[src/core/epg_defines.svh]
// Purpose: Offsets, field positions, reset values and timing counts of the pin block.
// Assumes: Byte addresses on a 32-bit APB word map.
// Notes:   Definitions only; included by its bare name.
`ifndef EPG_DEFINES_SVH
`define EPG_DEFINES_SVH

// Register byte offsets.
`define EPG_CFG_OFFSET     12'h028
`define EPG_HWCFG_OFFSET   12'h040
`define EPG_STATUS_OFFSET  12'h044

// Field positions inside the pin configuration word.
`define EPG_FSEL_LSB       24
`define EPG_DRV_LSB        16
`define EPG_DIR_LSB        8
`define EPG_DATA_LSB       0

// Field positions inside the hardware configuration and status words.
`define EPG_MIRROR_BIT     0
`define EPG_STAT_MII_BIT   0
`define EPG_STAT_GPIN_LSB  8
`define EPG_STAT_ARM_LSB   16

// Reset values.
`define EPG_FSEL_RESET     8'hFF
`define EPG_DRV_RESET      8'h00
`define EPG_DIR_RESET      8'h00
`define EPG_MIRROR_RESET   1'h0

// Cycles after reset release before synchronised pin levels are trusted.
`define EPG_SETTLE_CYCLES  2'h2

`endif

[src/core/epg_pkg.sv]
// Purpose: Shared types of the pin block.
// Assumes: Nothing beyond the defines header.
// Notes:   Constants live in the defines header; types live here.
package epg_pkg;

  // Start-up sequence: wait for synchronisers, capture pin levels, run.
  typedef enum logic [1:0] {
    epg_settle,
    epg_capture,
    epg_run
  } epg_phase_t;

endpackage : epg_pkg

[src/core/epg_sync.sv]
// Purpose: Two-flop synchroniser for a vector of asynchronous pin levels.
// Assumes: Each bit is independent; no bus coherence is needed.
// Notes:   The first stage is read by the second stage only.
`timescale 1ns/1ns

module epg_sync #(
  parameter int W = 8
) (
  input  wire logic         pclk,     // Core clock.
  input  wire logic         presetn,  // Asynchronous reset, active low.
  input  wire logic [W-1:0] async_in, // Raw levels from the pins.
  output logic      [W-1:0] sync_out  // Levels safe to use on pclk.
);

  logic [W-1:0] stage1;

  // Two stages give metastability time to resolve before any logic looks.
  always_ff @(posedge pclk or negedge presetn) begin
    if (!presetn) begin
      stage1   <= '0;
      sync_out <= '0;
    end else begin
      stage1   <= async_in;
      sync_out <= stage1;
    end
  end

endmodule : epg_sync

[src/core/epg_pad_drive.sv]
// Purpose: Registered per-pin output and enable for the eight general pins.
// Assumes: Inputs are on pclk; default-function pins are driven here only with mirrored MII signals.
// Notes:   An enable of one means this block drives the pin.
`timescale 1ns/1ns

module epg_pad_drive #(
  parameter int W = 8
) (
  input  wire logic         pclk,        // Core clock.
  input  wire logic         presetn,     // Asynchronous reset, active low.
  input  wire logic         withdrawn,   // External MII mode owns the pins.
  input  wire logic [W-1:0] gp_mode,     // Pin is in general-purpose use.
  input  wire logic [W-1:0] dir_out,     // Pin is an output.
  input  wire logic [W-1:0] push_pull,   // Push-pull when set, open-drain when clear.
  input  wire logic [W-1:0] out_value,   // Written output value.
  input  wire logic         mirror_en,   // Mirror internal MII onto idle pins.
  input  wire logic [W-1:0] mirror_val,  // Internal MII signals to mirror.
  output logic      [W-1:0] pad_out,     // Pin output level.
  output logic      [W-1:0] pad_oe       // Pin output enable.
);

  genvar i;
  generate
    for (i = 0; i < W; i++) begin : g_pin
      // Each pin is driven from a flop so the pad sees no decode glitches.
      always_ff @(posedge pclk or negedge presetn) begin
        if (!presetn) begin
          pad_out[i] <= 1'h0;
          pad_oe[i]  <= 1'h0;
        end else if (withdrawn) begin
          pad_out[i] <= 1'h0;
          pad_oe[i]  <= 1'h0;
        end else if (gp_mode[i] && dir_out[i]) begin
          if (push_pull[i]) begin
            pad_out[i] <= out_value[i];
            pad_oe[i]  <= 1'h1;
          end else begin
            pad_out[i] <= 1'h0;
            pad_oe[i]  <= ~out_value[i];
          end
        end else if (!gp_mode[i] && mirror_en) begin
          pad_out[i] <= mirror_val[i];
          pad_oe[i]  <= 1'h1;
        end else begin
          pad_out[i] <= 1'h0;
          pad_oe[i]  <= 1'h0;
        end
      end
    end
  endgenerate

endmodule : epg_pad_drive

[src/core/epg_gpio_cfg.sv]
// Purpose: Configuration, data and wake gating for eight general-purpose pins.
// Assumes: APB3 slave on pclk; pins and strap are asynchronous to pclk.
// Notes:   Reads of the data field return live pin levels, not stored values.
//
// Notes on behaviour
// - External MII mode withdraws all eight pins.
// - Wake or interrupt only from input pins.
// - Wake also needs its wake enable bit.
// - Function select bits 31:24, reset FFh.
// - Idle pins may mirror internal MII signals.
// - Pins start non-general after any reset.
// - Driver type bits 23:16, set is push-pull.
// - Direction bits 15:8, set is output.
// - Output pins drive last written data bit; a write in epg_settle is replaced by pin levels at capture.
// - Data reads return sampled pin levels.
// - Data after reset follows pin levels.
// - Config register is word at 028h.
//
// Implementation choice: the APB interface to the registers.
`timescale 1ns/1ns
`include "epg_defines.svh"

module epg_gpio_cfg #(
  parameter int AW = 12
) (
  input  wire logic          pclk,              // Core clock, 50 MHz.
  input  wire logic          presetn,           // Asynchronous reset, active low.
  input  wire logic          psel,              // APB select.
  input  wire logic          penable,           // APB access phase.
  input  wire logic          pwrite,            // APB write when high.
  input  wire logic [AW-1:0] paddr,             // APB byte address.
  input  wire logic [31:0]   pwdata,            // APB write data.
  output logic      [31:0]   prdata,            // APB read data.
  output logic               pready,            // APB ready.
  output logic               pslverr,           // APB error on unmapped address.
  input  wire logic [7:0]    pin_in,            // Pin levels from the pads.
  output logic      [7:0]    pin_out,           // Pin output levels.
  output logic      [7:0]    pin_oe,            // Pin output enables.
  input  wire logic          phy_select_strap,  // Strap; high selects external MII.
  input  wire logic [7:0]    wake_enable_bits,  // Wake enables from the wake register.
  input  wire logic [7:0]    wake_polarity_bits,// Wake active level, one is high.
  input  wire logic [7:0]    mii_mirror_in,     // Internal MII signals for mirroring.
  output logic      [7:0]    wake_event,        // One-cycle wake pulse per pin.
  output logic      [7:0]    irq_source,        // One-cycle interrupt source pulse per pin.
  output logic               external_mii_mode  // Pins withdrawn by the strap.
);

  // Word decode, shared by every register access.
  function automatic logic epg_hit(input logic [AW-1:0] addr,
                                   input logic [11:0]   offset);
    epg_hit = (addr[AW-1:2] == offset[AW-1:2]);
  endfunction : epg_hit

  // Configuration state.
  logic [7:0]  pin_function_select;
  logic [7:0]  output_drive_type;
  logic [7:0]  pin_direction;
  logic [7:0]  pin_value;
  logic        internal_mii_mirror_enable;

  // Start-up and pin sampling state.
  epg_pkg::epg_phase_t phase;
  logic [1:0]  settle_count;
  logic [7:0]  pin_level;
  logic [7:0]  pin_level_prev;
  logic        strap_level;

  // Bus decode terms.
  logic        setup_phase;
  logic        access_done;
  logic        wr_done;
  logic        hit_cfg;
  logic        hit_hwcfg;
  logic        hit_status;
  logic        hit_any;

  // Derived pin terms.
  logic [7:0]  gp_mode;
  logic [7:0]  gp_input;
  logic [7:0]  active_now;
  logic [7:0]  active_prev;
  logic [7:0]  active_edge;
  logic [31:0] next_prdata;

  // Pins and strap come from outside the clock domain.
  epg_sync #(
    .W (8)
  ) u_pin_sync (
    .pclk     (pclk),
    .presetn  (presetn),
    .async_in (pin_in),
    .sync_out (pin_level)
  );

  epg_sync #(
    .W (1)
  ) u_strap_sync (
    .pclk     (pclk),
    .presetn  (presetn),
    .async_in (phy_select_strap),
    .sync_out (strap_level)
  );

  // Setup cycle starts an access; the access completes where pready is sampled high.
  assign setup_phase = psel && !penable;
  assign access_done = psel && penable && pready;
  assign wr_done     = access_done && pwrite;

  // Address decode of the three words.
  assign hit_cfg    = epg_hit(paddr, `EPG_CFG_OFFSET);
  assign hit_hwcfg  = epg_hit(paddr, `EPG_HWCFG_OFFSET);
  assign hit_status = epg_hit(paddr, `EPG_STATUS_OFFSET);
  assign hit_any    = hit_cfg || hit_hwcfg || hit_status;

  // A pin is general-purpose only when its select bit is clear and MII is not selected.
  assign gp_mode  = ~pin_function_select & {8{~external_mii_mode}};
  assign gp_input = gp_mode & ~pin_direction;

  // Edge of each pin into its active level, as set by the wake polarity.
  assign active_now  = ~(pin_level ^ wake_polarity_bits);
  assign active_prev = ~(pin_level_prev ^ wake_polarity_bits);
  assign active_edge = active_now & ~active_prev;

  // Start-up sequencer: synchronisers need two edges before their output is real.
  always_ff @(posedge pclk or negedge presetn) begin
    if (!presetn) begin
      phase        <= epg_pkg::epg_settle;
      settle_count <= 2'h0;
    end else begin
      case (phase)
        epg_pkg::epg_settle: begin
          if (settle_count == `EPG_SETTLE_CYCLES - 2'h1) begin
            phase <= epg_pkg::epg_capture;
          end else begin
            settle_count <= settle_count + 2'h1;
          end
        end
        epg_pkg::epg_capture: begin
          phase <= epg_pkg::epg_run;
        end
        epg_pkg::epg_run: begin
          phase <= epg_pkg::epg_run;
        end
        default: begin
          phase <= epg_pkg::epg_settle;
        end
      endcase
    end
  end

  // The strap is latched once after release; until then the pins stay withdrawn.
  // Holding withdrawn by default avoids driving pins an external PHY may own.
  always_ff @(posedge pclk or negedge presetn) begin
    if (!presetn) begin
      external_mii_mode <= 1'h1;
    end else if (phase == epg_pkg::epg_capture) begin
      external_mii_mode <= strap_level;
    end
  end

  // Function select field; every pin leaves reset in its default function.
  always_ff @(posedge pclk or negedge presetn) begin
    if (!presetn) begin
      pin_function_select <= `EPG_FSEL_RESET;
    end else if (wr_done && hit_cfg) begin
      pin_function_select <= pwdata[`EPG_FSEL_LSB +: 8];
    end
  end

  // Output driver type field.
  always_ff @(posedge pclk or negedge presetn) begin
    if (!presetn) begin
      output_drive_type <= `EPG_DRV_RESET;
    end else if (wr_done && hit_cfg) begin
      output_drive_type <= pwdata[`EPG_DRV_LSB +: 8];
    end
  end

  // Direction field; all pins start as inputs.
  always_ff @(posedge pclk or negedge presetn) begin
    if (!presetn) begin
      pin_direction <= `EPG_DIR_RESET;
    end else if (wr_done && hit_cfg) begin
      pin_direction <= pwdata[`EPG_DIR_LSB +: 8];
    end
  end

  // Stored output value. The flop needs a constant under reset, so the pin
  // levels are loaded once the synchronisers have settled; a write in that
  // same cycle wins because software asked for that value explicitly.
  always_ff @(posedge pclk or negedge presetn) begin
    if (!presetn) begin
      pin_value <= 8'h00;
    end else if (wr_done && hit_cfg) begin
      pin_value <= pwdata[`EPG_DATA_LSB +: 8];
    end else if (phase == epg_pkg::epg_capture) begin
      pin_value <= pin_level;
    end
  end

  // Mirror control bit in the hardware configuration word.
  always_ff @(posedge pclk or negedge presetn) begin
    if (!presetn) begin
      internal_mii_mirror_enable <= `EPG_MIRROR_RESET;
    end else if (wr_done && hit_hwcfg) begin
      internal_mii_mirror_enable <= pwdata[`EPG_MIRROR_BIT];
    end
  end

  // Previous pin level for edge detection; taken from the synchronised copy only.
  always_ff @(posedge pclk or negedge presetn) begin
    if (!presetn) begin
      pin_level_prev <= 8'h00;
    end else begin
      pin_level_prev <= pin_level;
    end
  end

  // Wake and interrupt pulses. Output pins and pins in their default
  // function never raise them, so a driven pin cannot wake the device itself.
  always_ff @(posedge pclk or negedge presetn) begin
    if (!presetn) begin
      wake_event <= 8'h00;
      irq_source <= 8'h00;
    end else if (phase != epg_pkg::epg_run) begin
      wake_event <= 8'h00;
      irq_source <= 8'h00;
    end else begin
      irq_source <= active_edge & gp_input;
      wake_event <= active_edge & gp_input & wake_enable_bits;
    end
  end

  // Read data assembly; reserved and unmapped bits read as zero.
  always_comb begin
    next_prdata = 32'h0000_0000;
    if (hit_cfg) begin
      next_prdata[`EPG_FSEL_LSB +: 8] = pin_function_select;
      next_prdata[`EPG_DRV_LSB +: 8]  = output_drive_type;
      next_prdata[`EPG_DIR_LSB +: 8]  = pin_direction;
      next_prdata[`EPG_DATA_LSB +: 8] = pin_level;
    end else if (hit_hwcfg) begin
      next_prdata[`EPG_MIRROR_BIT] = internal_mii_mirror_enable;
    end else if (hit_status) begin
      next_prdata[`EPG_STAT_MII_BIT]       = external_mii_mode;
      next_prdata[`EPG_STAT_GPIN_LSB +: 8] = gp_input;
      next_prdata[`EPG_STAT_ARM_LSB +: 8]  = gp_input & wake_enable_bits;
    end
  end

  // APB answer: ready and data are registered in the setup cycle, so every
  // access finishes on its first access-phase edge with no wait state.
  always_ff @(posedge pclk or negedge presetn) begin
    if (!presetn) begin
      pready  <= 1'h0;
      pslverr <= 1'h0;
      prdata  <= 32'h0000_0000;
    end else if (setup_phase) begin
      pready  <= 1'h1;
      pslverr <= ~hit_any;
      prdata  <= pwrite ? 32'h0000_0000 : next_prdata;
    end else begin
      pready  <= 1'h0;
      pslverr <= 1'h0;
    end
  end

  // Pad drivers; registered so the pin outputs come straight from flops.
  epg_pad_drive #(
    .W (8)
  ) u_pad (
    .pclk       (pclk),
    .presetn    (presetn),
    .withdrawn  (external_mii_mode),
    .gp_mode    (gp_mode),
    .dir_out    (pin_direction),
    .push_pull  (output_drive_type),
    .out_value  (pin_value),
    .mirror_en  (internal_mii_mirror_enable),
    .mirror_val (mii_mirror_in),
    .pad_out    (pin_out),
    .pad_oe     (pin_oe)
  );

endmodule : epg_gpio_cfg

[config.mk]
export PLATFORM = sky130hd
export DESIGN_NAME = epg_gpio_cfg
export DESIGN_NICKNAME = d
export VERILOG_FILES = /design/src/core/epg_pkg.sv /design/src/core/epg_sync.sv /design/src/core/epg_pad_drive.sv /design/src/core/epg_gpio_cfg.sv
export VERILOG_INCLUDE_DIRS = /design/src /design/src/core
export SDC_FILE = /design/constraint.sdc
export NUM_CORES = 1
export LEC_CHECK = 0
export BUFFER_PORTS_ARGS = -buffer_cell sky130_fd_sc_hd__buf_4
export CORE_UTILIZATION = 35
export DETAILED_ROUTE_END_ITERATION = 8
export GPL_ROUTABILITY_DRIVEN = 1
export PLACE_DENSITY = 0.54
export SYNTH_ARGS = -nofsm -noshare
export SYNTH_HDL_FRONTEND = slang
export SYNTH_SLANG_ARGS = --single-unit
[constraint.sdc]
create_clock -name pclk -period 2.01 [get_ports pclk]
set_input_delay 0.1005 -clock pclk [delete_from_list [all_inputs] [get_ports pclk]]
set_output_delay 0.1005 -clock pclk [all_outputs]
set_load 0.05 [all_outputs]
==> summary.md <==
| Metric | Value |
|---|---|
| Total GRT Usage | `18.76%` |
| Worst-path clk slew | `0.05 ns` |
| Most numerous cell on the critical path | `buf_4` |
| CTS root buf | `clkbuf_16` |
| Vias | `3930` |
| Distinct cells, synth | `38` |
| DR DRC count | `0` |
| Cells after Synth | `402` |
| Logic pwr share | `7.6%` |
| MaxCap Viol Count | `0` |
| Grt ovf | `0` |
| Required time of the critical path | `1.91 ns` |
| Dpl cells | `714` |
| Routed WL | `13330 um` |
| Status | `finished clean` |
| Fraction of layout cells with a size suffix above 1 | `36.83%` |
| Largest net degree at the start of global routing | `62` |
| Multiplexer area fraction after synthesis | `7.522%` |
| Adder-Cell Fraction of Synth Area | `0.9833%` |
| Top area cells in the synthesized netlist | `dfrtp_1 59%, mux2_2 5.8%, dfstp_2 4.6%, a22o_1 2.6%, nand3b_1 2.5%` |
| Commonest non-fill, non-tap cell in the layout | `buf_4` |
| Post-Synth Simple-Gate Area | `12.76%` |
| Die width | `122.6 um` |
| Crit-path cells | `buf_4 > buf_4` |
| Arrival @ worst endpoint | `1.58 ns` |
| Crit path launch type | `flop` |
| CTS sink count | `130` |
| Worst-margin pin slew | `0.6273 ns` |
| Initial antenna violation count | `0` |
| Post-synthesis sequential area ratio | `64.13%` |
| Top-area cell type share of the netlist area | `59.49%` |
| Max IR drop VDD | `0.0005489 V` |
| Clk_lat worst skew | `0.41 ns` |
| Starting DRT DRC Count | `232` |
| Static leakage | `3.626 nW` |
| First-pass GRT wire length | `20890 um` |
| Antenna Diode Count | `0` |
| Post-Syn Nets | `488` |
| F_max | `0.5953 GHz` |
| Crit path largest cell delay | `0.69 ns` |
| Clock network fraction of total power | `47.4%` |
| Main combinational cell family by area after synthesis | `simple AND/OR/NAND/NOR gates` |
| 1st-pass router iterations | `4` |
| Post-synth top area cell | `dfrtp_1` |
| I/O pins | `149` |
| P&R area growth vs syn | `49.71%` |
| Number of global-route vias before repair | `4040` |
| Final non-filler cell total | `810` |
| Final min period | `1.680 ns` |
| Port buffer count | `146` |
| Wire per inst | `16.46 um` |
| Final setup TNS | `0 ns` |
| Die area | `15030 um^2` |
| WS Path Type | `reg -> out` |
| Die height | `122.6 um` |
| CP Capture Type | `output port` |
| Net Sw Frac | `22.40%` |
| Vias per cell | `4.852` |
| Synth Area in XOR/XNOR | `0.1721%` |
| Synth Area in Compound Gates | `11.77%` |
| Post-layout nets | `703` |
| Max Buffers Root-to-Sink | `2` |
| Dpl hpwl | `8580 um` |
| Starting Density | `36.25%` |
| Synth Cell Area | `5090 um^2` |
| DRT antenna net count | `0` |
| Core Region | `14040 um^2` |
| RSZ-0062 raised after global routing | `no` |
| Syn_area_per_cell | `12.66 um^2` |
| Relative slew slack | `57.10%` |
| Final Setup Violations | `0` |
| CP max FO | `11` |
| Final Cycle Share | `83.57%` |
| TritonCTS clock tree | `built` |
| NetSw | `0.001346 W` |
| Synth Warn # | `0` |
| Power share of the sequential group | `45.0%` |
| Final hold vios | `0` |
| Clk_skew | `0.006342 ns` |
| Routability cong. | `0.7866` |
| CTS H-Tree Depth | `4` |
| Final slew viol count | `0` |
| Num CTS Buffers | `17` |
| Seq cells post-synth | `130` |
| Pint | `0.004662 W` |
| Power Density | `788.5 nW/um^2` |
| Num rows | `43` |
| Commonest non-fill, non-tap cells in the layout | `155 x buf_4, 121 x dfrtp_1, 64 x dlygate4sd3_1` |
| Critical-path top delay cell | `dfstp_2` |
| Postcts setup bufs | `0` |
| Worst hold path class | `in -> reg` |
[power groups by stage]
stage	clock network [W]	logic, W	registers [W]
after floorplan	0	0.0000639	0.00279
after global placement	0	0.000362	0.00275
after detailed placement	0	0.000365	0.00275
after CTS	0.00290	0.000466	0.00271
after global routing	0.00303	0.000497	0.00271
final	0.00285	0.000457	0.00271
[repair_timing]
item	in CTS	in global routing
resized for setup	0	0
hold buffers	64	0
hold endpoints to repair	123	0
[synthesized netlist by cell type (all sizes together)]
library cell / n
and2: 8
o41ai: 1
ha: 4
inv: 4
xnor2: 1
nand3b: 17
and4bb: 1
buf: 5
nor4: 1
a2bb2oi: 1
nor4b: 1
a2111oi: 8
clkbuf: 22
dfstp: 9
nor3: 1
o31ai: 8
nand2b: 11
nand4b: 8
nand4: 1
dfrtp: 121
o21a: 2
nor2: 26
mux2: 26
or4: 1
nand2: 29
and4: 2
nand3: 8
a22oi: 16
o21ai: 10
a21oi: 25
mux2i: 9
a22o: 15
[worst max-delay path, delay by kind of cell (launching register included)]
family / cells / cell delay (ns)
buffers and inverters: 2 / 0.49
flip-flops: 1 / 0.69
[through the flow]
stage               util [%]  total power (W)  setup slack [ns]  area, um^2  hold WS [ns]
CTS                    54.26         0.006072            0.2842        7620      0.003302
global route           54.26         0.006235            0.1307        7620       0.03588
floorplan                  -         0.002858            0.2178        5090       -0.1951
detailed placement     45.81         0.003116            0.2873        6432        0.1273
global placement       45.81         0.003111            0.3223        6432        0.1229
finish                 54.26         0.006008            0.3302        7620       0.02057
[cell families (layout without fill, tap and decap cells)]
| logic type | Yosys count | in the layout |
|---|---|---|
| DFF | 130 | 130 |
| AOI/OAI and AO/OA | 86 | 86 |
| xor gates and xnor gates | 1 | 1 |
| and+or+nand+nor | 115 | 115 |
| buffers and inverters | 31 | 259 |
| muxes | 35 | 35 |
| adders and majority gates | 4 | 4 |
[final timing paths]
path,from,end,slack (ns),depth (start not counted)
max in group asynchronous,presetn,pin_function_select[6]$_DFFE_PN1P_,1.09,3
worst max register to register,phase[0]$_DFFE_PN0N_,wake_event[5]$_DFF_PN0_,0.34,6
worst min-delay path,wake_polarity_bits[3],irq_source[3]$_DFF_PN0_,0.02,4
worst max-delay path,external_mii_mode$_DFFE_PN1P_,external_mii_mode,0.33,2
min in group asynchronous,presetn,prdata[31]$_DFFE_PN0P_,0.24,2
worst min register to register,u_pin_sync.stage1[0]$_DFF_PN0_,u_pin_sync.sync_out[0]$_DFF_PN0_,0.34,0
[routing by layer]
metal  up-vias  GRT usage (%)  share of wire, %
li1       1870              -                 -
met1      1962          22.60                44
met2        87          32.58                51
met3        11          5.297               4.2
met4         0          5.259               1.1
met5         -              0                 0
[registers in the layout (all words and copies together), names as in the netlist, 2 cells and up]
register / flops
wake_event: 8
pin_value: 8
pin_direction: 8
pin_function_select: 8
prdata: 32
pin_level_prev: 8
u_pin_sync.sync_out: 8
phase: 2
u_pin_sync.stage1: 8
u_pad.pad_oe: 8
irq_source: 8
output_drive_type: 8
u_pad.pad_out: 8
settle_count: 2
[final cells by class]
cell class	instances	area, um^2
fill	1265	6422
tap	180	225.2
clock buffer	21	460.4
multi-input combinational	241	1693
timing repair buffer	223	1876
sequential	130	3264
clock inverter	11	86.33
inverter	4	15.01
(Power assumes the default switching activity.)
